`src/cpt_pkg.sv`:
```
// What this block does
// - input select bits 7:6 pick microphone amp one, two, three, or none
// - output select bits 5:4 pick external amp, earphone one, two, or none
// - amplifiers not selected are powered down and their outputs float
// - bit 3 chooses long (0) or short (1) frame sync
// - bit 1 routes common switch pin to pin A (0) or C (1)
// - gain register bits 7 and 3 gate transmit/receive PCM, 0 means on
// - transmit gain code: -6 dB at 000, 2 dB steps, reset 0 dB
// - receive gain code: -12 dB at 000, 3 dB steps, reset -3 dB
// - transmit gain scales tones from -16 dBm0 low group, -14 otherwise
// - side-tone code 000 off, then -15 dB to -3 dB in 2 dB steps
// - tone gain register bit 4 switches the tone generator on
// - receive tone gain code 0000 mutes, then -34 dB to -6 dB
// - receive tone referenced to +4/+6 dBm0, delivered to external amp
// - tone mode bit 7 selects DTMF (1) or other tones (0)
// - tone mode bit 6 sends generated tone instead of voice
// - other tones: 5-bit code picks from fixed table, gaps undefined
package cpt_pkg;
  localparam int NREG = 4;
  localparam logic [7:0] OFS_PATH = 8'h01;
  localparam logic [7:0] OFS_PCM = 8'h02;
  localparam logic [7:0] OFS_TGAIN = 8'h03;
  localparam logic [7:0] OFS_TMODE = 8'h04;
  localparam logic [7:0] RST_VAL [NREG] = '{8'h00, 8'h33, 8'h00, 8'h00};
  // unused bits are kept at zero so they read back as zero
  localparam logic [7:0] WMASK [NREG] = '{8'hfb, 8'hff, 8'hff, 8'hdf};
  localparam logic [7:0] RD_UNMAPPED = 8'h00;
  // field positions
  localparam int IN_HI = 7;
  localparam int IN_LO = 6;
  localparam int OUT_HI = 5;
  localparam int OUT_LO = 4;
  localparam int SHORT_BIT = 3;
  localparam int SW_BIT = 1;
  localparam int PAD_BIT = 0;
  localparam int TXOFF_BIT = 7;
  localparam int TXG_HI = 6;
  localparam int TXG_LO = 4;
  localparam int RXOFF_BIT = 3;
  localparam int RXG_HI = 2;
  localparam int RXG_LO = 0;
  localparam int ST_HI = 7;
  localparam int ST_LO = 5;
  localparam int TONE_ON_BIT = 4;
  localparam int TG_HI = 3;
  localparam int TG_LO = 0;
  localparam int FAMILY_BIT = 7;
  localparam int SEND_BIT = 6;
  localparam int FREQ_HI = 4;
  localparam int FREQ_LO = 0;
  localparam int DLO_HI = 3;
  localparam int DLO_LO = 2;
  localparam int DHI_HI = 1;
  localparam int DHI_LO = 0;
  localparam logic [1:0] SEL_NONE = 2'h3;
  // gain laws in dB and reference levels in dBm0
  localparam int TX_BASE_DB = -6;
  localparam int TX_STEP_DB = 2;
  localparam int RX_BASE_DB = -12;
  localparam int RX_STEP_DB = 3;
  localparam int ST_BASE_DB = -17;
  localparam int ST_STEP_DB = 2;
  localparam int TG_BASE_DB = -36;
  localparam int TG_STEP_DB = 2;
  localparam int PAD_LOSS_DB = 12;
  localparam int TX_REF_LO = -16;
  localparam int TX_REF_HI = -14;
  localparam int RX_REF_LO = 4;
  localparam int RX_REF_HI = 6;
  localparam logic [2:0] BIT_LAST = 3'h7;
  typedef enum logic [3:0] {
    ST_IDLE, ST_ADDR, ST_ADDR_ACK, ST_PTR, ST_PTR_ACK,
    ST_WDATA, ST_WDATA_ACK, ST_RDATA, ST_RACK
  } cpt_bus_e;
endpackage

```
`src/cpt_regs.sv`:
```
`timescale 1ns/1ps
module cpt_regs #(
  parameter logic [6:0] DEV_ADDR = 7'h2a // arbitrary bus address
) (
  input wire logic clk_sys_i,
  input wire logic rst_n_i,
  input wire logic scl_i,
  input wire logic sda_i,
  output logic sda_o,
  output logic sda_oe_o,
  output logic [2:0] mic_amp_en_o,
  output logic [2:0] out_amp_en_o,
  output logic short_frame_o,
  output logic switch_a_conn_o,
  output logic switch_c_conn_o,
  output logic rx_pad_en_o,
  output logic tx_pcm_en_o,
  output logic rx_pcm_en_o,
  output logic signed [6:0] tx_gain_db_o,
  output logic signed [6:0] rx_gain_db_o,
  output logic sidetone_en_o,
  output logic signed [6:0] sidetone_db_o,
  output logic tone_gen_en_o,
  output logic rx_tone_mute_o,
  output logic signed [6:0] rx_tone_db_o,
  output logic ext_tone_en_o,
  output logic tone_dtmf_o,
  output logic tone_send_o,
  output logic signed [6:0] tx_tone_lvl_a_o,
  output logic signed [6:0] tx_tone_lvl_b_o,
  output logic signed [6:0] rx_tone_lvl_a_o,
  output logic signed [6:0] rx_tone_lvl_b_o,
  output logic [11:0] tone_freq_a_o,
  output logic [11:0] tone_freq_b_o,
  output logic tone_warble_o,
  output logic tone_valid_o
);

  function automatic logic reg_hit(input logic [7:0] p);
    reg_hit = (p >= cpt_pkg::OFS_PATH) && (p <= cpt_pkg::OFS_TMODE);
  endfunction
  function automatic logic [1:0] reg_idx(input logic [7:0] p);
    reg_idx = 2'(p - cpt_pkg::OFS_PATH);
  endfunction
  // one-hot amp enable; the none code leaves every amp off and floating
  function automatic logic [2:0] amp_sel(input logic [1:0] c);
    amp_sel = (c == cpt_pkg::SEL_NONE) ? 3'h0 : 3'(3'h1 << c);
  endfunction
  // {valid, warble, freq a, freq b} for the non-DTMF tone table
  function automatic logic [25:0] other_tone(input logic [4:0] c);
    case (c)
      5'h00: other_tone = {2'h3, 12'haaa, 12'h9c4};
      5'h01: other_tone = {2'h3, 12'h7d0, 12'ha6b};
      5'h02: other_tone = {2'h3, 12'h3e8, 12'h535};
      5'h09: other_tone = {2'h2, 12'h190, 12'h190};
      5'h0a: other_tone = {2'h2, 12'h1b8, 12'h1b8};
      5'h0b: other_tone = {2'h2, 12'h1e0, 12'h1e0};
      5'h0d: other_tone = {2'h2, 12'h29b, 12'h29b};
      5'h0e: other_tone = {2'h2, 12'h320, 12'h320};
      5'h0f: other_tone = {2'h2, 12'h3e8, 12'h3e8};
      5'h10: other_tone = {2'h2, 12'h4b0, 12'h4b0};
      5'h11: other_tone = {2'h2, 12'h514, 12'h514};
      5'h13: other_tone = {2'h2, 12'h5c5, 12'h5c5};
      5'h14: other_tone = {2'h2, 12'h661, 12'h661};
      5'h15: other_tone = {2'h2, 12'h7d0, 12'h7d0};
      5'h16: other_tone = {2'h2, 12'h834, 12'h834};
      5'h18: other_tone = {2'h2, 12'h960, 12'h960};
      5'h1a: other_tone = {2'h2, 12'h9c4, 12'h9c4};
      5'h1d: other_tone = {2'h2, 12'ha8c, 12'ha8c};
      5'h1f: other_tone = {2'h2, 12'hbb8, 12'hbb8};
      default: other_tone = 26'h0; // undefined codes give no tone
    endcase
  endfunction
  // dtmf low group 697/770/852/941 Hz, high group 1209/1336/1477/1633 Hz
  function automatic logic [11:0] dtmf_lo(input logic [1:0] c);
    case (c)
      2'h0: dtmf_lo = 12'h2b9;
      2'h1: dtmf_lo = 12'h302;
      2'h2: dtmf_lo = 12'h354;
      default: dtmf_lo = 12'h3ad;
    endcase
  endfunction
  function automatic logic [11:0] dtmf_hi(input logic [1:0] c);
    case (c)
      2'h0: dtmf_hi = 12'h4b9;
      2'h1: dtmf_hi = 12'h538;
      2'h2: dtmf_hi = 12'h5c5;
      default: dtmf_hi = 12'h661;
    endcase
  endfunction
  // pin synchronisers: index 0 is scl, index 1 is sda
  logic [1:0] pin_in;
  assign pin_in = {sda_i, scl_i};
  for (genvar g = 0; g < 2; g++) begin : g_sync
    logic [2:0] sy_q;
    logic [2:0] sy_d;
    logic flt_q;
    logic flt_d;
    logic prv_q;
    // a level counts only once stages two and three agree, which rejects short glitches
    always_comb begin
      sy_d = {sy_q[1:0], pin_in[g]};
      flt_d = (sy_q[1] == sy_q[2]) ? sy_q[1] : flt_q;
    end
    always_ff @(posedge clk_sys_i or negedge rst_n_i) begin
      if (!rst_n_i) begin
        sy_q <= '1;
        flt_q <= 1'b1;
        prv_q <= 1'b1;
      end else begin
        sy_q <= sy_d;
        flt_q <= flt_d;
        prv_q <= flt_q;
      end
    end
  end
  // edges come from the filtered level against its copy one clock older
  wire logic scl = g_sync[0].flt_q;
  wire logic scl_p = g_sync[0].prv_q;
  wire logic sda = g_sync[1].flt_q;
  wire logic sda_p = g_sync[1].prv_q;
  wire logic scl_rise = scl & ~scl_p;
  wire logic scl_fall = ~scl & scl_p;
  wire logic bus_start = scl & scl_p & sda_p & ~sda;
  wire logic bus_stop = scl & scl_p & ~sda_p & sda;
  cpt_pkg::cpt_bus_e st_q;
  cpt_pkg::cpt_bus_e st_d;
  logic [2:0] cnt_q;
  logic [2:0] cnt_d;
  logic [7:0] sr_q;
  logic [7:0] sr_d;
  logic [7:0] ptr_q;
  logic [7:0] ptr_d;
  logic rw_q;
  logic rw_d;
  logic oe_d;
  logic [7:0] rd;
  logic [7:0] regs_q [cpt_pkg::NREG];
  logic [7:0] regs_d [cpt_pkg::NREG];
  // serial slave: bits sampled on scl rise, sda driven after scl fall
  always_comb begin
    st_d = st_q;
    cnt_d = cnt_q;
    sr_d = sr_q;
    ptr_d = ptr_q;
    rw_d = rw_q;
    oe_d = sda_oe_o;
    regs_d = regs_q;
    rd = reg_hit(ptr_q) ? regs_q[reg_idx(ptr_q)] : cpt_pkg::RD_UNMAPPED;
    if (bus_start) begin
      st_d = cpt_pkg::ST_ADDR;
      cnt_d = 3'h0;
      oe_d = 1'b0;
    end else if (bus_stop) begin
      st_d = cpt_pkg::ST_IDLE;
      oe_d = 1'b0;
    end else if (scl_rise) begin
      case (st_q)
        cpt_pkg::ST_ADDR, cpt_pkg::ST_PTR, cpt_pkg::ST_WDATA: begin
          sr_d = {sr_q[6:0], sda};
          cnt_d = 3'(cnt_q + 3'h1);
          if (cnt_q == cpt_pkg::BIT_LAST) begin
            if (st_q == cpt_pkg::ST_ADDR) begin
              rw_d = sr_d[0];
              st_d = (sr_d[7:1] == DEV_ADDR) ? cpt_pkg::ST_ADDR_ACK : cpt_pkg::ST_IDLE;
            end else if (st_q == cpt_pkg::ST_PTR) begin
              ptr_d = sr_d;
              st_d = cpt_pkg::ST_PTR_ACK;
            end else begin
              // reserved bits are masked off in case the controller leaves them set
              if (reg_hit(ptr_q)) begin
                regs_d[reg_idx(ptr_q)] = sr_d & cpt_pkg::WMASK[reg_idx(ptr_q)];
              end
              ptr_d = 8'(ptr_q + 8'h01);
              st_d = cpt_pkg::ST_WDATA_ACK;
            end
          end
        end
        cpt_pkg::ST_RDATA: begin
          cnt_d = 3'(cnt_q + 3'h1);
          if (cnt_q == cpt_pkg::BIT_LAST) begin
            st_d = cpt_pkg::ST_RACK;
          end
        end
        cpt_pkg::ST_RACK: begin
          if (!sda) begin
            ptr_d = 8'(ptr_q + 8'h01);
            st_d = cpt_pkg::ST_RDATA;
          end else begin
            st_d = cpt_pkg::ST_IDLE;
          end
        end
        default: ;
      endcase
    end else if (scl_fall) begin
      case (st_q)
        cpt_pkg::ST_ADDR_ACK, cpt_pkg::ST_PTR_ACK, cpt_pkg::ST_WDATA_ACK: begin
          if (!sda_oe_o) begin
            oe_d = 1'b1;
          end else if (st_q == cpt_pkg::ST_ADDR_ACK && rw_q) begin
            st_d = cpt_pkg::ST_RDATA;
            oe_d = ~rd[cpt_pkg::BIT_LAST];
          end else begin
            oe_d = 1'b0;
            st_d = (st_q == cpt_pkg::ST_ADDR_ACK) ? cpt_pkg::ST_PTR : cpt_pkg::ST_WDATA;
          end
        end
        cpt_pkg::ST_RDATA: oe_d = ~rd[3'(cpt_pkg::BIT_LAST - cnt_q)];
        cpt_pkg::ST_RACK: oe_d = 1'b0;
        default: ;
      endcase
    end
  end
  always_ff @(posedge clk_sys_i or negedge rst_n_i) begin
    if (!rst_n_i) begin
      st_q <= cpt_pkg::ST_IDLE;
      cnt_q <= 3'h0;
      sr_q <= 8'h00;
      ptr_q <= 8'h00;
      rw_q <= 1'b0;
      sda_oe_o <= 1'b0;
      regs_q <= cpt_pkg::RST_VAL;
    end else begin
      st_q <= st_d;
      cnt_q <= cnt_d;
      sr_q <= sr_d;
      ptr_q <= ptr_d;
      rw_q <= rw_d;
      sda_oe_o <= oe_d;
      regs_q <= regs_d;
    end
  end
  // open drain: only ever pull low
  assign sda_o = 1'b0;
  // decoded controls, registered so every output comes from a flip-flop
  logic [7:0] pth;
  logic [7:0] pcm;
  logic [7:0] tgr;
  logic [7:0] tmr;
  logic [25:0] oth;
  logic signed [6:0] txdb_d;
  logic signed [6:0] tgdb_d;
  logic signed [6:0] rxdb_d;
  logic signed [6:0] stdb_d;
  logic signed [6:0] txa_d;
  logic signed [6:0] rxa_d;
  logic [11:0] fa_d;
  logic [11:0] fb_d;
  logic warb_d;
  logic valid_d;
  always_comb begin
    pth = regs_q[reg_idx(cpt_pkg::OFS_PATH)];
    pcm = regs_q[reg_idx(cpt_pkg::OFS_PCM)];
    tgr = regs_q[reg_idx(cpt_pkg::OFS_TGAIN)];
    tmr = regs_q[reg_idx(cpt_pkg::OFS_TMODE)];
    txdb_d = 7'(cpt_pkg::TX_BASE_DB + cpt_pkg::TX_STEP_DB * int'(pcm[cpt_pkg::TXG_HI:cpt_pkg::TXG_LO]));
    // pad loss folded into the reported receive gain
    rxdb_d = 7'(cpt_pkg::RX_BASE_DB + cpt_pkg::RX_STEP_DB * int'(pcm[cpt_pkg::RXG_HI:cpt_pkg::RXG_LO])
      - (pth[cpt_pkg::PAD_BIT] ? cpt_pkg::PAD_LOSS_DB : 0));
    stdb_d = 7'(cpt_pkg::ST_BASE_DB + cpt_pkg::ST_STEP_DB * int'(tgr[cpt_pkg::ST_HI:cpt_pkg::ST_LO]));
    tgdb_d = 7'(cpt_pkg::TG_BASE_DB + cpt_pkg::TG_STEP_DB * int'(tgr[cpt_pkg::TG_HI:cpt_pkg::TG_LO]));
    // level a is the low group for dtmf; other tones use the high-group reference
    txa_d = 7'(int'(txdb_d) + (tmr[cpt_pkg::FAMILY_BIT] ? cpt_pkg::TX_REF_LO : cpt_pkg::TX_REF_HI));
    rxa_d = 7'(int'(tgdb_d) + (tmr[cpt_pkg::FAMILY_BIT] ? cpt_pkg::RX_REF_LO : cpt_pkg::RX_REF_HI));
    oth = other_tone(tmr[cpt_pkg::FREQ_HI:cpt_pkg::FREQ_LO]);
    if (tmr[cpt_pkg::FAMILY_BIT]) begin
      // bit 4 plays no part in dtmf selection
      fa_d = dtmf_lo(tmr[cpt_pkg::DLO_HI:cpt_pkg::DLO_LO]);
      fb_d = dtmf_hi(tmr[cpt_pkg::DHI_HI:cpt_pkg::DHI_LO]);
      warb_d = 1'b0;
      valid_d = 1'b1;
    end else begin
      fa_d = oth[23:12];
      fb_d = oth[11:0];
      warb_d = oth[24];
      valid_d = oth[25];
    end
  end
  always_ff @(posedge clk_sys_i or negedge rst_n_i) begin
    if (!rst_n_i) begin
      mic_amp_en_o <= 3'h0;
      out_amp_en_o <= 3'h0;
      short_frame_o <= 1'b0;
      switch_a_conn_o <= 1'b0;
      switch_c_conn_o <= 1'b0;
      rx_pad_en_o <= 1'b0;
      tx_pcm_en_o <= 1'b0;
      rx_pcm_en_o <= 1'b0;
      tx_gain_db_o <= 7'sh00;
      rx_gain_db_o <= 7'sh00;
      sidetone_en_o <= 1'b0;
      sidetone_db_o <= 7'sh00;
      tone_gen_en_o <= 1'b0;
      rx_tone_mute_o <= 1'b1;
      rx_tone_db_o <= 7'sh00;
      ext_tone_en_o <= 1'b0;
      tone_dtmf_o <= 1'b0;
      tone_send_o <= 1'b0;
      tx_tone_lvl_a_o <= 7'sh00;
      tx_tone_lvl_b_o <= 7'sh00;
      rx_tone_lvl_a_o <= 7'sh00;
      rx_tone_lvl_b_o <= 7'sh00;
      tone_freq_a_o <= 12'h000;
      tone_freq_b_o <= 12'h000;
      tone_warble_o <= 1'b0;
      tone_valid_o <= 1'b0;
    end else begin
      mic_amp_en_o <= amp_sel(pth[cpt_pkg::IN_HI:cpt_pkg::IN_LO]);
      out_amp_en_o <= amp_sel(pth[cpt_pkg::OUT_HI:cpt_pkg::OUT_LO]);
      short_frame_o <= pth[cpt_pkg::SHORT_BIT];
      switch_a_conn_o <= ~pth[cpt_pkg::SW_BIT];
      switch_c_conn_o <= pth[cpt_pkg::SW_BIT];
      rx_pad_en_o <= pth[cpt_pkg::PAD_BIT];
      tx_pcm_en_o <= ~pcm[cpt_pkg::TXOFF_BIT];
      rx_pcm_en_o <= ~pcm[cpt_pkg::RXOFF_BIT];
      tx_gain_db_o <= txdb_d;
      rx_gain_db_o <= rxdb_d;
      sidetone_en_o <= |tgr[cpt_pkg::ST_HI:cpt_pkg::ST_LO];
      sidetone_db_o <= stdb_d;
      tone_gen_en_o <= tgr[cpt_pkg::TONE_ON_BIT];
      rx_tone_mute_o <= ~|tgr[cpt_pkg::TG_HI:cpt_pkg::TG_LO];
      rx_tone_db_o <= tgdb_d;
      ext_tone_en_o <= tgr[cpt_pkg::TONE_ON_BIT] & |tgr[cpt_pkg::TG_HI:cpt_pkg::TG_LO];
      tone_dtmf_o <= tmr[cpt_pkg::FAMILY_BIT];
      tone_send_o <= tmr[cpt_pkg::SEND_BIT];
      tx_tone_lvl_a_o <= txa_d;
      tx_tone_lvl_b_o <= 7'(int'(txdb_d) + cpt_pkg::TX_REF_HI);
      rx_tone_lvl_a_o <= rxa_d;
      rx_tone_lvl_b_o <= 7'(int'(tgdb_d) + cpt_pkg::RX_REF_HI);
      tone_freq_a_o <= fa_d;
      tone_freq_b_o <= fb_d;
      tone_warble_o <= warb_d;
      tone_valid_o <= valid_d;
    end
  end
endmodule // cpt_regs

```
`config.mk`:
```
export PLATFORM = sky130hd
export DESIGN_NAME = cpt_regs
export DESIGN_NICKNAME = d
export VERILOG_FILES = /design/src/cpt_pkg.sv /design/src/cpt_regs.sv
export SDC_FILE = /design/constraint.sdc
export NUM_CORES = 1
export LEC_CHECK = 0
export BUFFER_PORTS_ARGS = -buffer_cell sky130_fd_sc_hd__buf_4
export CORE_MARGIN = 2
export CORE_UTILIZATION = 55
export DETAILED_ROUTE_END_ITERATION = 16
export GPL_TIMING_DRIVEN = 1
export PLACE_DENSITY = 0.76
export SYNTH_ARGS = -nofsm -noshare
export SYNTH_HDL_FRONTEND = slang
export SYNTH_SLANG_ARGS = --single-unit
```
`constraint.sdc`:
```
create_clock -name clk_sys_i -period 4.4 [get_ports clk_sys_i]
set_input_delay 0.22 -clock clk_sys_i [delete_from_list [all_inputs] [get_ports clk_sys_i]]
set_output_delay 0.22 -clock clk_sys_i [all_outputs]
set_load 0.01 [all_outputs]
```
# Word level (Yosys, flattened, before mapping)
# Memory sizes are Yosys's and may differ from the RTL's.
# Cells that the tools add are included.
# op_classes
order_cmp,5
eq_ne,26
shifts,2
add_sub_neg,13
bitwise,23
n_reduce_logical,26
muxes,54
n_mul,1
# op_table
operator,n
$mux 8,10
$mux 4,9
$bmux 8 s2,2
$bwmux 32,1
$mux 3,10
$pmux 10 s3,1
$pmux 9 s3,1
$mux 12,2
$demux 8 s2,1
$eq 4x3->1 const B,4
$pmux 8 s2,1
$not 1->1,13
$pmux 4 s3,1
$reduce_and 6->1,2
$reduce_bool 4->1,3
$ne 5x5->1 const B,2
$mux 1,9
$reduce_or 3->1,3
$add 8x1->8 const B,1
$and 1x1->1,8
$and 8x8->8,1
$eq 2x2->1 const B,4
$eq 4x2->1 const B,2
$ge 8x1->1 const B,1
42 further kinds,58
# totals
rom_bits,832
memories,1
out_inout_bits,102
register_bits,165
elab_cells,193
in_bits,4
# mem_list
name,depth,width,rd,rd_clocked_by_memory_dff,wr,line_no,rtl
(name not given),32,26,1,0,0,cpt_regs.sv:51,case (c)

# Depth between registers and ports, before layout
# Gate-level depths: netlist (run 1).
# depth
word_depth,14
mapped_depth,10
ltp_nobuf,10

# Worst setup path after synthesis (run 1)
# Ideal clock, no wire load.
# synth_path
path_type,register to register
start,register ptr_q[0]
end,register sda_oe_o
arrival_ns,2.361
slack_ns,1.939
path_buffers,2
required_ns,4.301
setup_ns,0.099
synth_period_minus_slack_ns,2.461
stages_incl_launch_ff,10
cell_sequence,dfrtp_1 > buf_4 > inv_1 > ha_1 > buf_2 > mux4_2 > mux2_2 > nor4_2 > a311oi_1 > a311oi_1
# synth_via
elab_chain_len,14
word_cells_on_any_way,20
cone_classes,add/sub: 1; order compare: 2; mux: 13; bitwise: 3; reduce/logical: 1
# synth_lines
element,line_no,rtl
"start, declared",cpt_regs.sv:132,logic [7:0] ptr_q;
"start signal, assigned",cpt_regs.sv:227,ptr_q <= ptr_d;
$sub 2x1->2,cpt_regs.sv:43,reg_idx = 2'(p - cpt_pkg::OFS_PATH);
$not 2->3 (not written as such),cpt_regs.sv:149,rd = reg_hit(ptr_q) ? regs_q[reg_idx(ptr_q)] : cpt_pkg::RD_UNMAPPED;
$bmux 8 s2,cpt_regs.sv:149,
$mux 8 (not written as such) (2 in series),cpt_regs.sv:149,
$mux 8 (*),cpt_regs.sv:149,
$bmux 1 s3 or $not 1->1 (tied branches),"cpt_regs.sv:208, cpt_regs.sv:202",
"$mux 1, on equally long branches","cpt_regs.sv:208, cpt_regs.sv:200",
$not 1->1 or $mux 1 (tied branches),"cpt_regs.sv:208, cpt_regs.sv:198",
$pmux 1 s3 (*),cpt_regs.sv:196,case (st_q)
$mux 1 (*),cpt_regs.sv:195,end else if (scl_fall) begin
$mux 1 (*),cpt_regs.sv:157,end else if (scl_rise) begin
$mux 1 (*),cpt_regs.sv:154,end else if (bus_stop) begin
$mux 1 (*),cpt_regs.sv:150,if (bus_start) begin
"end signal, assigned",cpt_regs.sv:221,sda_oe_o <= 1'b0;
"end signal, assigned",cpt_regs.sv:229,sda_oe_o <= oe_d;
"end, declared",cpt_regs.sv:10,"output logic sda_oe_o,"
# Every way passes the cells marked *; elsewhere a longest branch is shown, timed or not. The select of a mux whose other input is x is not followed.
# A chain may end at the register's enable or synchronous reset.

# Worst setup path after layout (run 1)
# layout_path
start,register ptr_q[0]
end,register regs_q (netlist bit tmr[6])
# layout_via
elab_chain_len,7
word_cells_on_any_way,16
cone_classes,add/sub: 1; order compare: 4; mux: 6; bitwise: 2; reduce/logical: 3
# layout_lines
element,line_no,rtl
$sub 2x1->2,cpt_regs.sv:43,
$not 2->3 (not written as such),cpt_regs.sv:172,regs_d[reg_idx(ptr_q)] = sr_d & cpt_pkg::WMASK[reg_idx(ptr_q)];
$ge 3x3->1 (not written as such) (tied with other cells),cpt_regs.sv:172,
$logic_and 1x1->1 (not written as such) or $mux 8 (tied branches),cpt_regs.sv:172,
$mux 8 (not written as such),cpt_regs.sv:172,
$demux 8 s2 or $and 8x8->8 (tied branches),cpt_regs.sv:172,
$bwmux 32,cpt_regs.sv:172,
"end signal, assigned",cpt_regs.sv:222,regs_q <= cpt_pkg::RST_VAL;
"end signal, assigned",cpt_regs.sv:230,regs_q <= regs_d;
"end, declared",cpt_regs.sv:138,logic [7:0] regs_q [cpt_pkg::NREG];
# Several ways; a longest one is shown, not always the timed one. The select of a mux whose other input is x is not followed.

==> metrics.yaml, run 1 <==
power_and_ir_drop:
  p_per_area_mw_per_mm2: 393
  p_leak_nw: 4.17
  ir_drop_mv: 0.251
  power_w: 0.00356
sta:
  relSlewSlack_pct: 40.2
  hold_viol_final: 0
  clock-skew-final_ps: 7.51
  timing.final.crit_share_pct: 70.2
  tightest_slew_ps: 898
  setup_viol: 0
  slew_violations: 0
  period_minus_slack_ps: 3090
  fin_tns_setup_ps: 0
  rsz0062_at_grt: "false"
  timing.fmax_ghz: 0.324
synthesis:
  synth-main-ff-cell: "dfrtp_1"
  synth.distinct_cells: 68
  synth_seq_cells: 156
  synth_seq_area_share_pct: 51.4
  synthCells: 649
  synth_edf_count: 0
  yosysWarnings: 0
  synth_area_mm2: 0.00763
  async_reset_ff_share_pct: 100
  avgSynthCellArea_um2: 11.8
routing:
  drtPass1Iterations: 5
  drt_iter0_drc: 633
  vias_per_cell: 5.74
  num_vias: 5329
  routed_wl_um: 16700
  wl_per_cell_um: 18.0
  drc_errors: 0
  drtAntennaViolNets: 0
floorplan:
  io_pins: 106
  dieHeight_um: 122
  initial_utilization_pct: 55.6
  die_area_mm2: 0.0148
  core_area_mm2: 0.0137
  num_rows: 43
  die_x_um: 122
finish:
  final_nets: 788
  fillers: 1033
  areaGrowthSynthToFinish_pct: 18.8
  antenna_cells: 0
  final_layout_size_suffix_gt1_share_pct: 27.9
  stdcell_area_mm2: 0.00906
run_status:
  status: "finished clean"
critical_path:
  cp_slowest_cell: "and4bb_1"
  path_buf_inv: 1
  slowest_delay_ps: 760
  reg2regPathDepth: 7
  critPathArrivalTime_ps: 3400
  path_depth: 7
  worstPathRequired_ps: 4710
  crit_path_max_fanout: 14
  crit_type: "flop to flop"
  endpoint_kind: "flop"
  startpoint_type: "flop"
  cp_cell_sequence: "inv_1 -> ha_1 -> or3b_2 -> and4_1 -> and4bb_1 -> nand2_8 -> mux2_4"
  crit_family: "simple AND/OR/NAND/NOR gates"
clock_tree:
  clk_pin_slew_ps: 60
  cts_buffers: 17
  clk_latency_ps: 430
  cts_sinks: 156
  htree_levels: 4
  cts_root_buffer: "clkbuf_16"
  post_cts_buffers: 0
  cts_tree: "yes"
  cts_max_path_buffers: 2
grt:
  grt_antenna_before_repair: 0
  overflow: 0
  grt_pass1_wl_um: 26900
  grt_pass1_vias: 5244
  globalRouteTotalUtil_pct: 23.7
  grt_max_degree: 71
job:
  max_cap_viol_count: 0
placement:
  port_buffers: 98
  dpl_cell_area_mm2: 0.00841
  gp_congestion: 0.895
  hpwl_um: 11300
hold_path:
  hold_path_class: "input pin to asynchronous set/reset pin"
==> sequential cells by signal, summed over array words and instances, names as in the netlist, 3 cells and up <==
name	cells
ptr_q	8
tx_gain_db_o	5
pcm	8
tmr	8
tone_freq_a_o	12
out_amp_en_o	3
rx_tone_db_o	5
sr_q	7
tx_tone_lvl_b_o	6
g_sync.sy_q	6
tgr	8
tx_tone_lvl_a_o	6
st_q	4
rx_gain_db_o	7
mic_amp_en_o	3
rx_tone_lvl_b_o	6
pth	8
cnt_q	3
sidetone_db_o	5
rx_tone_lvl_a_o	6
tone_freq_b_o	12
==> timing repair <==
item,CTS,global route
hold buffers,3,0
endpoints found under the hold margin,67,0
gates resized for setup,0,0
==> stage by stage <==
step                instances  worst slack [ps]  utilization [%]  hold slack [ps]
floorplan                 655              1940                -            -75.6
global placement          893              1540             61.3              236
detailed placement        893              1360             61.3              254
CTS                       928              1330             66.1              359
global route              928              1120             66.1              361
finish                    928              1310             66.1              356
==> cell usage after synthesis (4+ instances only) <==
library cell,n,area (µm²)
a21oi_1,38,190
a311oi_1,4,35.0
a31oi_1,5,31.3
and2_1,4,25.0
and3_1,7,43.8
buf_4,14,105
clkbuf_1,22,82.6
dfrtp_1,141,3530
dfstp_2,15,394
ha_1,48,601
inv_1,44,165
mux2_2,10,113
mux2_4,29,435
mux2i_1,8,80.1
mux4_2,9,203
nand2_1,30,113
nand2_8,4,80.1
nand2b_1,9,56.3
nand3_1,14,70.1
nor2_1,29,109
nor2b_1,13,81.3
nor3_1,15,75.1
o211ai_1,7,52.6
o21a_1,4,30.0
o21ai_0,31,155
o21bai_1,6,45.0
o22ai_1,8,50.1
or3_1,5,31.3
xnor2_1,11,96.3
xor2_1,8,70.1
==> cells in the final DEF, fill, tap and decap left out, types with 15 or more instances in the layout <==
master | Yosys | layout
dfrtp_1 | 141 | 141
buf_4 | 14 | 99
ha_1 | 48 | 48
inv_1 | 44 | 44
a21oi_1 | 38 | 38
o21ai_0 | 31 | 31
nand2_1 | 30 | 30
nor2_1 | 29 | 29
mux2_4 | 29 | 29
clkbuf_16 | 0 | 17
nor3_1 | 15 | 15
dfstp_2 | 15 | 15
==> cells by family after synthesis <==
kind of cell	after synthesis	synth area share, %
compound gates	127	10.5
xor+xnor	19	2.18
fa+ha+maj	51	8.39
buf+inv	87	5.13
flops	156	51.4
mux	56	10.9
other cells	2	0.0984
simple gates	151	11.4
==> per-layer routing <==
layer  wire length, µm  track usage [%]  share of wire, %
met3               932             5.24               5.6
met5                 0                0                 0
met4               328             10.3               2.0
met1              6810             30.1                41
met2              8600             39.2                52
==> area by class of cell <==
type | instances | area (µm²) | share of cell area, %
clock buffer | 20 | 457 | 5.04
clock inverter | 12 | 168 | 1.85
inverter | 45 | 169 | 1.86
multi-input combinational | 412 | 3340 | 36.8
sequential | 156 | 3920 | 43.3
tap | 180 | 225 | 2.48
timing repair buffer | 103 | 785 | 8.65
==> path summary, 6_finish.rpt <==
kind / start / end / slack (ps)
min reg2reg: g_sync[1].sy_q[0]$_DFF_PN1_ / g_sync[1].sy_q[1]$_DFF_PN1_ / 360
max in group asynchronous: rst_n_i / rx_tone_db_o[2]$_DFF_PN0_ / 2990
min: rst_n_i / tone_freq_a_o[4]$_DFF_PN0_ / 360
min in group clk_sys_i: g_sync[1].sy_q[0]$_DFF_PN1_ / g_sync[1].sy_q[1]$_DFF_PN1_ / 360
max: ptr_q[0]$_DFFE_PN0P_ / tmr[6]$_DFFE_PN0P_ / 1310
max reg2reg: ptr_q[0]$_DFFE_PN0P_ / tmr[6]$_DFFE_PN0P_ / 1310
==> power by group <==
group          internal [W]  switching [W]  leakage [nW]
registers           0.00150       0.000178          1.87
clock network      0.000974       0.000573         0.304
logic              0.000157       0.000175          2.00
Power figures use the tool's default switching activity.
==> inputs of run 2 (changes only) <==
--- a/config.mk
+++ b/config.mk
@@ -5,12 +5,13 @@
 export SDC_FILE = /design/constraint.sdc
 export NUM_CORES = 1
 export LEC_CHECK = 0
+export ABC_AREA = 1
 export BUFFER_PORTS_ARGS = -buffer_cell sky130_fd_sc_hd__buf_4
 export CORE_MARGIN = 2
-export CORE_UTILIZATION = 55
+export CORE_UTILIZATION = 52
 export DETAILED_ROUTE_END_ITERATION = 16
 export GPL_TIMING_DRIVEN = 1
-export PLACE_DENSITY = 0.76
+export PLACE_DENSITY = 0.75
 export SYNTH_ARGS = -nofsm -noshare
 export SYNTH_HDL_FRONTEND = slang
 export SYNTH_SLANG_ARGS = --single-unit
==> constraint.sdc (replaced) <==
create_clock -name clk_sys_i -period 2.81 [get_ports clk_sys_i]
set_input_delay 0.1405 -clock clk_sys_i [delete_from_list [all_inputs] [get_ports clk_sys_i]]
set_output_delay 0.1405 -clock clk_sys_i [all_outputs]
set_load 0.01 [all_outputs]
==> run 2 against run 1 <==
Compared with the run above: clock power up 44%; cell count up 17%; count of clock-buffer cells in the layout increased by 2; setup slack worse by 1100 ps; sequential cell count stayed put; die area increased by 2.2%; synthesized cell count up 21%; first-iteration DRC count shrank 22%; power rose by 55%.
==> metrics.yaml, run 2 <==
run_status:
  status: "finished clean"
sta:
  fin_tns_setup_ps: 0
  slew_violations: 0
  timing.final.crit_share_pct: 91.1
  setup_viol: 0
  hold_viol_final: 0
  rsz0062_at_grt: "false"
  setup_slack_ps: 249
  period_minus_slack_ps: 2560
  relSlewSlack_pct: 51.4
  hold_slack_ps: 318
  timing.fmax_ghz: 0.390
  clock-skew-final_ps: 8.05
  tightest_slew_ps: 729
critical_path:
  critPathArrivalTime_ps: 2910
  worst_path_most_repeated_cell: "ha_1"
  worstPathRequired_ps: 3160
  cp_cell_sequence: "ha_1 -> inv_1 -> fa_1 -> xnor2_1 -> ha_1 -> ha_1 -> nand2_1 -> nor2_1 -> a211oi_1 -> xor2_1"
  slowest_delay_ps: 570
  crit_type: "flop to flop"
  startpoint_type: "flop"
  cp_slowest_cell: "dfstp_2"
  crit_path_max_fanout: 5
  endpoint_kind: "flop"
routing:
  vias_per_cell: 5.18
  wl_per_cell_um: 14.6
  drt_iter0_drc: 492
  num_vias: 5629
  met2_length_um: 7370
  drc_errors: 0
  highest_layer: "met4"
  drtAntennaViolNets: 0
  drt-met1-wl_um: 7320
  drtPass1Iterations: 5
  routed_wl_um: 15900
  dr_wl_met3_um: 838
grt:
  grt_antenna_before_repair: 0
  globalRouteTotalUtil_pct: 22.6
  grt_pass1_vias: 5304
  grt_max_degree: 82
  grt_pass1_wl_um: 26400
  overflow: 0
synthesis:
  synth_seq_area_share_pct: 53.2
  yosysWarnings: 0
  synth.top_cells.by_area: "dfrtp_1, ha_1, nand2_1"
  synth.most_common_cell: "nand2_1"
  avgSynthCellArea_um2: 9.37
  synth_seq_cells: 156
  synthCells: 787
  yosys.area.top_type: "dfrtp_1"
  synth-main-ff-cell: "dfrtp_1"
  synth_top_area_share_pct: 47.8
  synth_commonest_cells: "nand2_1, dfrtp_1, inv_1"
  synth.distinct_cells: 44
  synth_area_mm2: 0.00738
  synth_edf_count: 0
  async_reset_ff_share_pct: 100
floorplan:
  num_rows: 43
  die_x_um: 123
  die_area_mm2: 0.0152
  core_area_mm2: 0.0139
  io_pins: 106
  initial_utilization_pct: 53.1
  dieHeight_um: 123
job:
  max_cap_viol_count: 0
placement:
  port_buffers: 98
  dpl_worst_slack_ps: 263
  hpwl_um: 11100
  dpl_cell_area_mm2: 0.00826
  gp_congestion: 0.956
clock_tree:
  cts.repair.resized: 0
  cts_max_path_buffers: 2
  htree_levels: 4
  cts_sinks: 156
  cts_root_buffer: "clkbuf_16"
  clk_latency_ps: 430
  clk_pin_slew_ps: 60
  cts_tree: "yes"
  cts_buffers: 17
  post_cts_buffers: 0
power_and_ir_drop:
  p_per_area_mw_per_mm2: 621
  p_int_w: 0.00394
  clkPwrFrac_pct: 40.5
  p_leak_nw: 4.28
  switchingPower_w: 0.00157
  p_comb_share_pct: 14.9
  ir_drop_mv: 0.365
  sequentialPowerShare_pct: 44.7
  netSwitchingFraction_pct: 28.5
finish:
  stdcell_area_mm2: 0.00886
  areaGrowthSynthToFinish_pct: 20.1
  final_nets: 947
  final_common_cell: "nand2_1"
  post-route-util_pct: 63.8
  final_layout_size_suffix_gt1_share_pct: 20.4
  reg_top3: "tone_freq_a_o: 12 flops, tone_freq_b_o: 12 flops"
  final_cell_mix: "nand2_1, dfrtp_1, buf_4"
  antenna_cells: 0
  fillers: 1143
hold_path:
  hold_path_class: "input pin to asynchronous set/reset pin"
## run 2: changes by cell type in the layout (fill, tap and decap cells not counted), sizes merged, moves of 29 or more
cell | before | now
nand3 | 14 | 56
nand2 | 34 | 166
mux2 | 39 | 0
o21ai | 32 | 84
nor2 | 29 | 58
inv | 45 | 100
## run 2: power by group through the flow
stage,registers (W),logic [W],clock network (W)
after floorplan,0.00247,0.000561,0
after global placement,0.00249,0.000801,0
after detailed placement,0.00249,0.000807,0
after CTS,0.00246,0.000819,0.00226
after global routing,0.00247,0.000940,0.00237
final,0.00246,0.000818,0.00223
## run 2: final cells by class
cell class | instances | area [µm²] | share of cell area [%]
Clock buffer | 22 | 454 | 5.12
Clock inverter | 10 | 119 | 1.34
Inverter | 102 | 388 | 4.38
Multi-Input combinational cell | 507 | 2900 | 32.8
Sequential cell | 156 | 3920 | 44.3
Tap cell | 180 | 225 | 2.54
Timing Repair Buffer | 110 | 850 | 9.59
## run 2: metrics by stage
step,instances,power (W)
after floorplan,793,0.00304
after global placement,1052,0.00329
after detailed placement,1052,0.00330
after CTS,1087,0.00554
after global routing,1087,0.00578
final,1087,0.00551
## run 2: worst paths after layout
path	start	to	slack (ps)	cells past startpoint
hold / removal	rst_n_i	sidetone_db_o[5]$_DFF_PN0_	320	2
max in group asynchronous	rst_n_i	g_sync[1].sy_q[2]$_DFF_PN1_	1690	3
setup reg to reg	pcm[1]$_DFFE_PN1P_	rx_gain_db_o[4]$_DFF_PN0_	250	10
hold reg to reg	g_sync[1].sy_q[0]$_DFF_PN1_	g_sync[1].sy_q[1]$_DFF_PN1_	350	0
setup / recovery	pcm[1]$_DFFE_PN1P_	rx_gain_db_o[4]$_DFF_PN0_	250	10
min in group clk_sys_i	g_sync[1].sy_q[0]$_DFF_PN1_	g_sync[1].sy_q[1]$_DFF_PN1_	350	0
## run 2: repair_timing
action	4_1_cts	5_1_grt
endpoints found under the setup margin	0	0
hold buffers	3	0
endpoints found under the hold margin	76	0
## run 2: layer usage
metal | vias up | track usage (%)
met4 | 0 | 8.24
li1 | 2732 | -
met5 | - | 0
met3 | 29 | 4.52
met1 | 2693 | 31.2
met2 | 175 | 35.7
## run 2: critical path, delay by kind of cell, from the launching register on
family                     cells  cell delay, ps
adders and majority gates      4            1160
DFF                            1             570
xor gates and xnor gates       2             320
AOI/OAI and AO/OA              1             270
and+or+nand+nor                2             120
buffers and inverters          1              50
## run 2: cell families after synthesis
group | after synthesis | share of synthesized area, %
xor+xnor | 18 | 2.14
simple gates | 303 | 18.1
fa+ha+maj | 51 | 8.68
buf+inv | 130 | 7.77
compound gates | 127 | 10.0
other cells | 2 | 0.102
flops | 156 | 53.2
